## src/logic/swt_defines.vh

```
// Register offsets, fields, reset values and timing for the watchdog
`ifndef SWT_DEFINES_VH
`define SWT_DEFINES_VH
`define SWT_OFF_CTRL 12'h000
`define SWT_OFF_KEY 12'h004
`define SWT_OFF_STAT 12'h008
`define SWT_OFF_MASK 12'h00c
`define SWT_CTRL_EN 0
`define SWT_CTRL_FRZ 1
`define SWT_CTRL_RSP_LO 2
`define SWT_CTRL_RSP_HI 3
`define SWT_CTRL_TOP_LO 4
`define SWT_CTRL_TOP_HI 6
`define SWT_CTRL_RST 7'h00
`define SWT_KEY_VALUE 16'ha5a5
`define SWT_RSP_FIQ 2'h0
`define SWT_RSP_SYSRST 2'h3
`define SWT_ST_FIRST 0
`define SWT_ST_SECOND 1
`define SWT_ST_RST 2'h0
`define SWT_MASK_RST 2'h0
`define SWT_RST_PULSE 8'h10
`endif

```

## src/logic/swt_watchdog.v

```verilog
// Watchdog timer with APB register access
//
// The APB register port is this design's own decision.
`timescale 1ns/10ps
`include "swt_defines.vh"
module swt_watchdog
#(
   parameter CNT_W = 32,
   parameter RST_LEN = 8
)
(
   input wire pclk,
   input wire presetn,
   input wire psel,
   input wire penable,
   input wire pwrite,
   input wire [11:0] paddr,
   input wire [31:0] pwdata,
   output reg [31:0] prdata,
   output reg pready,
   output reg pslverr,
   output reg fast_interrupt_request,
   output reg sys_reset_req,
   output reg irq
);

   // ***************************************************
   // Registers
   // ***************************************************
   localparam [CNT_W-1:0] ONE_W = {{(CNT_W-1){1'b0}}, 1'b1};
   reg [6:0] ctrl_r;
   reg [6:0] ctrl_nxt;
   reg [CNT_W-1:0] cnt_r;
   reg [CNT_W-1:0] cnt_nxt;
   reg first_timeout_flag_r;
   reg first_timeout_flag_nxt;
   reg fiq_nxt;
   reg [1:0] stat_r;
   reg [1:0] mask_r;
   reg [1:0] mask_nxt;
   reg [7:0] rst_cnt_r;
   reg [7:0] rst_cnt_nxt;
   reg sys_reset_nxt;
   reg [CNT_W-1:0] limit;
   reg [31:0] rdata_nxt;
   reg addr_ok;
   wire [1:0] stat_set;
   wire [1:0] stat_clr;
   genvar gi;

   // ***************************************************
   // Bus phase decode
   // ***************************************************
   wire setup = psel & ~penable;
   wire access = psel & penable & pready;
   wire wr = access & pwrite;
   wire rd = setup & ~pwrite;
   wire wr_ctrl = wr & (paddr == `SWT_OFF_CTRL);
   wire wr_key = wr & (paddr == `SWT_OFF_KEY);
   wire key_ok = wr_key & (pwdata[15:0] == `SWT_KEY_VALUE);
   wire wr_stat = wr & (paddr == `SWT_OFF_STAT);
   wire wr_mask = wr & (paddr == `SWT_OFF_MASK);

   // ***************************************************
   // Control fields
   // ***************************************************
   wire en = ctrl_r[`SWT_CTRL_EN];
   wire enable_freeze = ctrl_r[`SWT_CTRL_FRZ];
   wire [1:0] timeout_response = ctrl_r[`SWT_CTRL_RSP_HI:`SWT_CTRL_RSP_LO];
   wire [2:0] top = ctrl_r[`SWT_CTRL_TOP_HI:`SWT_CTRL_TOP_LO];

   // ***************************************************
   // Period decode
   // ***************************************************
   always @*
   begin
      case (top)
         3'h0:
         begin
            limit = ONE_W << 21;
         end
         3'h1:
         begin
            limit = ONE_W << 22;
         end
         3'h2:
         begin
            limit = ONE_W << 23;
         end
         3'h3:
         begin
            limit = ONE_W << 24;
         end
         3'h4:
         begin
            limit = ONE_W << 25;
         end
         3'h5:
         begin
            limit = ONE_W << 26;
         end
         3'h6:
         begin
            limit = ONE_W << 29;
         end
         default:
         begin
            limit = ONE_W << 31;
         end
      endcase
   end

   // ***************************************************
   // Timeout detection
   // ***************************************************
   // Timeout on the last cycle of the period
   wire timeout = en & (cnt_r == limit - ONE_W);
   wire rsp_rst = (timeout_response == `SWT_RSP_SYSRST);
   wire rsp_fiq = (timeout_response == `SWT_RSP_FIQ);
   wire first_to = timeout & rsp_fiq & ~first_timeout_flag_r;
   wire second_to = timeout & rsp_fiq & first_timeout_flag_r;
   wire do_reset = (timeout & rsp_rst) | second_to;

   // ***************************************************
   // Control register
   // ***************************************************
   always @*
   begin
      ctrl_nxt = ctrl_r;
      if (wr_ctrl)
      begin
         ctrl_nxt[6:2] = pwdata[6:2];
         ctrl_nxt[`SWT_CTRL_FRZ] = enable_freeze | pwdata[`SWT_CTRL_FRZ];
         if (!enable_freeze)
         begin
            ctrl_nxt[`SWT_CTRL_EN] = pwdata[`SWT_CTRL_EN];
         end
      end
   end

   always @(posedge pclk or negedge presetn)
   begin
      if (!presetn)
      begin
         ctrl_r <= `SWT_CTRL_RST;
      end
      else
      begin
         ctrl_r <= ctrl_nxt;
      end
   end

   // ***************************************************
   // Watchdog counter
   // ***************************************************
   always @*
   begin
      if (key_ok)
      begin
         cnt_nxt = {CNT_W{1'b0}};
      end
      else if (!en)
      begin
         cnt_nxt = {CNT_W{1'b0}};
      end
      else if (timeout)
      begin
         cnt_nxt = {CNT_W{1'b0}};
      end
      else
      begin
         cnt_nxt = cnt_r + ONE_W;
      end
   end

   always @(posedge pclk or negedge presetn)
   begin
      if (!presetn)
      begin
         cnt_r <= {CNT_W{1'b0}};
      end
      else
      begin
         cnt_r <= cnt_nxt;
      end
   end

   // ***************************************************
   // First timeout flag
   // ***************************************************
   always @*
   begin
      first_timeout_flag_nxt = first_timeout_flag_r;
      // Set wins over a key clear in one cycle
      if (first_to)
      begin
         first_timeout_flag_nxt = 1'b1;
      end
      else if (key_ok)
      begin
         first_timeout_flag_nxt = 1'b0;
      end
      fiq_nxt = first_to | (first_timeout_flag_r & ~key_ok);
   end

   always @(posedge pclk or negedge presetn)
   begin
      if (!presetn)
      begin
         first_timeout_flag_r <= 1'b0;
         fast_interrupt_request <= 1'b0;
      end
      else
      begin
         first_timeout_flag_r <= first_timeout_flag_nxt;
         fast_interrupt_request <= fiq_nxt;
      end
   end

   // ***************************************************
   // System reset pulse
   // ***************************************************
   always @*
   begin
      rst_cnt_nxt = rst_cnt_r;
      if (do_reset)
      begin
         rst_cnt_nxt = RST_LEN[7:0];
      end
      else if (rst_cnt_r != 8'h00)
      begin
         rst_cnt_nxt = rst_cnt_r - 8'h01;
      end
      sys_reset_nxt = do_reset | (rst_cnt_r > 8'h01);
   end

   always @(posedge pclk or negedge presetn)
   begin
      if (!presetn)
      begin
         rst_cnt_r <= 8'h00;
         sys_reset_req <= 1'b0;
      end
      else
      begin
         rst_cnt_r <= rst_cnt_nxt;
         sys_reset_req <= sys_reset_nxt;
      end
   end

   // ***************************************************
   // Sticky status
   // ***************************************************
   assign stat_set[`SWT_ST_FIRST] = first_to;
   assign stat_set[`SWT_ST_SECOND] = do_reset;
   assign stat_clr = {2{wr_stat}} & pwdata[1:0];
   generate
      for (gi = 0; gi < 2; gi = gi + 1)
      begin : g_stat
         always @(posedge pclk or negedge presetn)
         begin
            if (!presetn)
            begin
               stat_r[gi] <= 1'b0;
            end
            else if (stat_set[gi])
            begin
               stat_r[gi] <= 1'b1;
            end
            else if (stat_clr[gi])
            begin
               stat_r[gi] <= 1'b0;
            end
         end
      end
   endgenerate

   // ***************************************************
   // Mask and interrupt
   // ***************************************************
   always @*
   begin
      mask_nxt = mask_r;
      if (wr_mask)
      begin
         mask_nxt = pwdata[1:0];
      end
   end

   always @(posedge pclk or negedge presetn)
   begin
      if (!presetn)
      begin
         mask_r <= `SWT_MASK_RST;
         irq <= 1'b0;
      end
      else
      begin
         mask_r <= mask_nxt;
         irq <= |(stat_r & mask_r);
      end
   end

   // ***************************************************
   // Read mux
   // ***************************************************
   always @*
   begin
      rdata_nxt = 32'h00000000;
      addr_ok = 1'b1;
      case (paddr)
         `SWT_OFF_CTRL:
         begin
            rdata_nxt = {25'h0000000, ctrl_r};
         end
         `SWT_OFF_KEY:
         begin
            rdata_nxt = 32'h00000000;
         end
         `SWT_OFF_STAT:
         begin
            rdata_nxt = {29'h00000000, first_timeout_flag_r, stat_r};
         end
         `SWT_OFF_MASK:
         begin
            rdata_nxt = {30'h00000000, mask_r};
         end
         default:
         begin
            addr_ok = 1'b0;
         end
      endcase
   end

   // ***************************************************
   // APB response
   // ***************************************************
   always @(posedge pclk or negedge presetn)
   begin
      if (!presetn)
      begin
         prdata <= 32'h00000000;
         pready <= 1'b0;
         pslverr <= 1'b0;
      end
      else
      begin
         pready <= setup;
         pslverr <= setup & ~addr_ok;
         if (rd)
         begin
            prdata <= rdata_nxt;
         end
      end
   end
endmodule

```

## config.mk

```make
export PLATFORM = sky130hd
export DESIGN_NAME = swt_watchdog
export DESIGN_NICKNAME = d
export VERILOG_FILES = /design/src/logic/swt_watchdog.v
export VERILOG_INCLUDE_DIRS = /design/src /design/src/logic
export SDC_FILE = /design/constraint.sdc
export NUM_CORES = 1
export LEC_CHECK = 0
export BUFFER_PORTS_ARGS = -buffer_cell sky130_fd_sc_hd__buf_2
export CORE_UTILIZATION = 30
export DETAILED_ROUTE_END_ITERATION = 8
export GPL_ROUTABILITY_DRIVEN = 1
export PLACE_DENSITY = 0.54
export SYNTH_ARGS = -nofsm -noshare
export SYNTH_HDL_FRONTEND = slang
export SYNTH_SLANG_ARGS = --single-unit
```

## constraint.sdc

```tcl
create_clock -name pclk -period 4.8 [get_ports pclk]
set_input_delay 0.96 -clock pclk [delete_from_list [all_inputs] [get_ports pclk]]
set_output_delay 0.96 -clock pclk [all_outputs]
set_load 0.005 [all_outputs]
```

==> results of run 1 <==
worst max-delay path: stages, from the launching register on:
cell	delay (ns)
dfrtp_1	0.57
nor2_1	0.32
nand2_1	0.10
ha_1	0.35
xnor2_1	0.20
xnor2_1	0.16
nor4_2	0.31
nand4_2	0.21
o21bai_2	0.80
nor2_1	0.12
how the worst min path moves through the flow:
stage | end | slack [ns] | cells after the start
after floorplan | cnt_r[0] | 0.45 | 1
after global placement | prdata[2] | 0.45 | 2
after detailed placement | prdata[2] | 0.46 | 2
after CTS | prdata[2] | 0.48 | 2
after global routing | prdata[6] | 0.50 | 2
final | prdata[6] | 0.47 | 2
per-layer routing:
metal  vias up  track usage [%]
li1       1364                -
met1      1349             17.0
met4         0             5.24
met3        10             2.97
met2        45             20.7
met5         -                0
logic make-up (layout without fill, tap and decap cells):
logic type | Yosys count | count (layout)
simple gates | 175 | 175
flops | 64 | 64
xor+xnor | 39 | 39
fa+ha+maj | 4 | 4
compound gates | 40 | 40
other cells | 1 | 25
buf+inv | 51 | 73
mux | 10 | 10
where the power goes:
group          internal (uW)  switching [uW]
Clock                    505             234
Combinational           14.0            25.9
Sequential               541           0.461
Total                   1060             260
stage by stage:
step | utilization [%] | worst slack (ns) | cells
after floorplan | - | 2.25 | 408
after global placement | 33.3 | 1.34 | 557
after detailed placement | 33.3 | 1.31 | 557
after CTS | 36.2 | 1.43 | 573
after global routing | 36.2 | 1.09 | 573
final | 36.2 | 1.50 | 573
state kept, by name, summed over array words and instances (netlist names):
name and cells:
irq 1, stat_r 2, pslverr 1, first_timeout_flag_r 1
cnt_r 32, sys_reset_req 1, fast_interrupt_request 1, rst_cnt_r 8
ctrl_r 7, mask_r 2, prdata 7, pready 1
final cells by class:
type	instances	share of cell area, %
flip-flops and latches	64	38.1
inverters	12	1.07
clock inverters	6	2.56
well taps	143	4.26
repair buffers	45	5.42
multi-input cells	293	43.1
clock buffers	10	5.45
layout by cell type (no fill, tap or decap), types with 3 or more instances in the layout:
master / count
ha_1: 4
inv_1: 12
xnor2_1: 21
buf_2: 44
dfrtp_1: 64
nor2_1: 57
bufinv_16: 3
xor2_1: 18
and3_1: 7
nor3_1: 8
and4_1: 5
and2_1: 4
clkbuf_16: 9
mux2_2: 9
conb_1: 25
o21ai_0: 8
nand3_1: 17
nand2_1: 31
o31ai_1: 7
nand4_1: 12
nor2b_1: 3
a21oi_1: 9
nor4bb_1: 3
nor4_1: 5
==> metrics.txt, run 1 <==
vias per cell=4.83; most instantiated cells after synthesis=dfrtp_1 (64), nor2_1 (57), nand2_1 (31), buf_4 (29), xnor2_1 (21); clock root buffer=clkbuf_16; post-synth cell types=57; violated checks=DRC; top cell type's share of synthesized area=between 40% and 50%; Tot GR Track Use=between 10% and 20%; total power=1320 uW; final hold vios=0; Primary FF master, synth=dfrtp_1; met1 wire length=approximately 3.4 mm; filler cell count=about 1,200; Die Width=about 110 um; final worst path period share=68.7%; Port-buffer cells=between 40 and 50; hold path start=prdata[6]; post-synthesis async set-or-reset flop share=100%; Post-Synth Adder-Cell Area=around 1.4%; R2R setup slack=1.50 ns; RSZ-0062 raised after global routing=no; post-synthesis xor/xnor area fraction=a little under a tenth; gpl congestion=around 0.74; leakage=0.00191 uW; power per cell area=314 nW/um^2; Avg WL per Cell=about 13 um; Reg2Reg Depth=9; met3 routed wirelength=a little under 200 um; antenna cell count=0; final wirelength=about 7.3 mm; fmax=roughly 300 MHz; initial drt markers=between 100 and 150; Sink Count=64; core area=11,600 um^2; H-tree depth=3; Reg-to-Reg Start=ctrl_r[6]; Setup Viol. Count Final=0; Syn Area/Cell=between 9 and 10 um^2; CP Launch Point=ctrl_r[6]; CTS Buf Count=9; Tmin final=between 3 and 4 ns; status=finished, violations left; Initial Util=between 30% and 40%; sequential fraction of the synthesis area=between 40% and 50%; Nets=about 480; max cap viols=0; hold_buf cts=0; Worst setup SP type=flip-flop; largest family of logic cells by synthesized area=simple AND/OR/NAND/NOR gates; Critical Path End=cnt_r[11]; DIE AREA=~13,000 um^2; crit end category=flip-flop; chip height=~110 um; worst slew pin tran=0.962 ns; postcts setup bufs=0; Seq. cell area=between 1500 and 2000 um^2; largest net degree at the start of global routing=36; initial antenna violation count=0; design area=roughly 4200 um^2; Slew headroom=35.8%; number of synthesized flops with an enable pin=0; worst-case clock buffer depth=2; skew final=approximately 0.0058 ns; Resize count post-CTS=0; # DRC=3; first-pass GRT wire length=between 10 and 15 mm; kind of critical path=flip-flop to flip-flop; top sig layer=met4; Post-Synth Simple-Gate Area=26.0%; multi-input combinational cell area=1810 um^2; Compound-Gate Fraction of Synth Area=7.39%; Core Rows=39; Final Max Slew Viols=0; GRT overflow=0; WP data arrival=between 3 and 4 ns; CTS tree=yes; Crit path required time=a little under 5 ns; Max VDD drop=approximately 0.15 mV; Hold WS=~0.47 ns; DRT antenna net count=0; placed inst area=about 3900 um^2; mux contribution to synthesized area=between 3 and 4%; synthesized cell area=roughly 3600 um^2; warnings from Yosys=0; area leader, netlist=dfrtp_1; cell with the most instances after synthesis=dfrtp_1; drt first pass iters=8; P&R area growth vs syn=15.5%; share of layout cells above drive strength 1=a little under a fifth; setup_tns=0 ns; HPWL after DPL=between 5 and 6 mm; DR WL met2=3.61 mm; Synth area leaders=dfrtp_1 (44%), buf_4 (6.0%), nor2_1 (5.9%); Synth Register Bits=64; clk slew on worst S/H paths=roughly 0.05 ns; via count=about 2,800; Hold Path Class=flip-flop to flip-flop; # IOs=86; Synth Instances=384; Worst R2R End=cnt_r[11]; vias in the first global route=~2,700; critical path peak fanout=22; clk_lat worst skew=0.32 ns
Power figures use the tool's default switching activity.
==> run 2: changes to the inputs <==
clock period = 3.45 ns   (was 4.8 ns; I/O delays follow)
==> run 2 against run 1 <==
The run still ends with DRC left; sequential power is 39% higher; register-to-register slack lost 0.90 ns; design area increased by 0.51%; count of clock-buffer cells in the layout stayed put; via count shrank 1.8%; largest cell class unchanged.
==> metrics.txt, run 2 (synthesized netlist as in run 1, its figures left out) <==
Worst setup SP type=flip-flop (unchanged); Reg-to-Reg Start=ctrl_r[5] (was ctrl_r[6]); max reg flops=32 (unchanged); # IOs=86 (unchanged); Sink Count=64 (unchanged); Seq. cell area=1600 um^2 (unchanged); Max VDD drop=0.221 mV (was 0.151 mV); chip height=112 um (unchanged); hold path start=prdata[0] (was prdata[6]); initial drt markers=99 (was 103); Avg WL per Cell=12.5 um (was 12.8 um); RSZ-0062 raised after global routing=no (unchanged); share of layout cells above drive strength 1=19.8% (was 18.8%); fmax=351 MHz (was 303 MHz); Most Frequent Cell on Critical Path=xnor2_1; skew final=0.00699 ns (was 0.00583 ns); Tmin final=2.85 ns (was 3.30 ns); commonest cells after routing, fill and taps aside=dfrtp_1 (64), nor2_1 (57), buf_2 (44) (unchanged); CTS tree=yes (unchanged); initial antenna violation count=0 (unchanged); leakage=0.00192 uW (was 0.00191 uW); design area=4220 um^2 (was 4200 um^2); H-tree depth=3 (unchanged); final worst path period share=82.6% (was 68.7%); critical-path cell list=nor2_1, nand2_1, ha_1, xnor2_1, xnor2_1, nor4_2, nand4_2, or2_1, o31ai_1 (was nor2_1, nand2_1, ha_1, xnor2_1, xnor2_1, nor4_2, nand4_2, o21bai_2, nor2_1); postcts setup bufs=0 (unchanged); placed insts=562 (was 557); critical path peak fanout=15 (was 22); commonest non-fill, non-tap cell in the layout=dfrtp_1 (unchanged); crit end category=flip-flop (unchanged); status=finished, violations left (unchanged); Hold Path Class=flip-flop to flip-flop (unchanged); DIE AREA=12,600 um^2 (unchanged); Port-buffer cells=44 (unchanged); Largest delay share family, worst path=simple AND/OR/NAND/NOR gates (unchanged); kind of critical path=flip-flop to flip-flop (unchanged); placed inst area=3900 um^2 (was 3870 um^2); Top Usage Layer GRT=met2 (unchanged); Core Rows=39 (unchanged); WP data arrival=3.07 ns (was 3.46 ns); Crit path buffers/inverters=0 (unchanged); Die Width=112 um (unchanged); Crit path required time=3.67 ns (was 4.97 ns); Final Max Slew Viols=0 (unchanged); final hold vios=0 (unchanged); clock root buffer=clkbuf_16 (unchanged); violated checks=DRC (unchanged); HPWL after DPL=5.17 mm (was 5.22 mm); Resize count post-CTS=0 (unchanged); final std cells w/o fill=577 (was 573); first-pass GRT wire length=12.8 mm (was 13.1 mm); antenna cell count=0 (unchanged); met1 Use GR=16.9% (was 17.0%); filler cell count=1,187 (was 1,173); final wirelength=7.22 mm (was 7.35 mm); vias per cell=4.71 (was 4.83); max cap viols=0 (unchanged); CP Launch Point=ctrl_r[5] (was ctrl_r[6]); # DRC=3 (unchanged); drt first pass iters=6 (was 8); M2 GR Usage=20.4% (was 20.7%); worst-case clock buffer depth=2 (unchanged); Reg with most FFs=cnt_r (unchanged); Slew headroom=47.0% (was 35.8%); GRT overflow=0 (unchanged); vias in the first global route=2,726 (was 2,715); largest net degree at the start of global routing=65 (was 36); via count=2,717 (was 2,768); slowest stage delay, CP=0.53 ns (was 0.80 ns); Slowest-stage cell, CP=dfrtp_1 (was o21bai_2); biggest registers after layout=cnt_r (32), rst_cnt_r (8) (unchanged); Tot GR Track Use=12.7% (was 13.0%); GRT met3 Usage=2.43% (was 2.97%); clk slew on worst S/H paths=0.06 ns (was 0.05 ns); P&R area growth vs syn=16.1% (was 15.5%); power per cell area=422 nW/um^2 (was 314 nW/um^2); setup_tns=0 ns (unchanged); multi-input combinational cell area=1810 um^2 (unchanged); Initial Util=31.3% (unchanged); worst slew pin tran=0.794 ns (was 0.962 ns); Nets=483 (was 478); Setup Viol. Count Final=0 (unchanged); DRT antenna net count=0 (unchanged); core area=11,600 um^2 (unchanged); CTS Buf Count=9 (unchanged); gpl congestion=0.754 (was 0.743); clk_lat worst skew=0.33 ns (was 0.32 ns); hold_buf cts=0 (unchanged)
[run 2: final cells by class]
| class | count | area share [%] |
|---|---|---|
| Sequential cell | 64 | 37.9 |
| Clock buffer | 10 | 5.66 |
| Timing Repair Buffer | 50 | 6.28 |
| Multi-Input combinational cell | 293 | 42.9 |
| Clock inverter | 5 | 1.93 |
| Inverter | 12 | 1.07 |
| Tap cell | 143 | 4.24 |
[run 2: power breakdown]
part | switching [uW] | internal [uW] | total (uW)
Clock | 326 | 647 | 974
Sequential | 0.600 | 752 | 753
Combinational | 35.5 | 19.6 | 55.1
Total | 363 | 1420 | 1780
[run 2: worst paths after layout]
| kind | slack [ns] | cells past startpoint | to |
|---|---|---|---|
| max | 0.60 | 9 | fast_interrupt_request |
| min | 0.47 | 2 | prdata[0] |
| max reg2reg | 0.60 | 9 | fast_interrupt_request |
| min reg2reg | 0.47 | 2 | prdata[0] |
| max in group asynchronous | 2.40 | 2 | cnt_r[24] |
| min in group asynchronous | 0.53 | 2 | mask_r[0] |
[run 2: per-stage QoR]
stage	total power, uW	worst slack, ns	hold slack (ns)	util [%]
floorplan	805	1.08	0.394	-
global placement	822	0.619	0.455	33.6
detailed placement	823	0.604	0.462	33.6
CTS	1800	0.605	0.473	36.4
global route	1840	0.404	0.498	36.4
finish	1780	0.600	0.469	36.4
[run 2: routing by layer]
layer | vias to the layer above | wire length [um]
li1 | 1374 | -
met1 | 1292 | 3510
met2 | 42 | 3410
met3 | 9 | 188
met4 | 0 | 108
met5 | - | 0
[run 2: worst reg2reg max path: cells and delay by family, from the launching register on]
kind                     cells  cell delay, ns
adder cells (fa/ha/maj)      1            0.36
AND/OR/NAND/NOR              5            1.25
XOR/XNOR                     2            0.35
flip-flops                   1            0.53
AO/OA/AOI/OAI                1            0.27
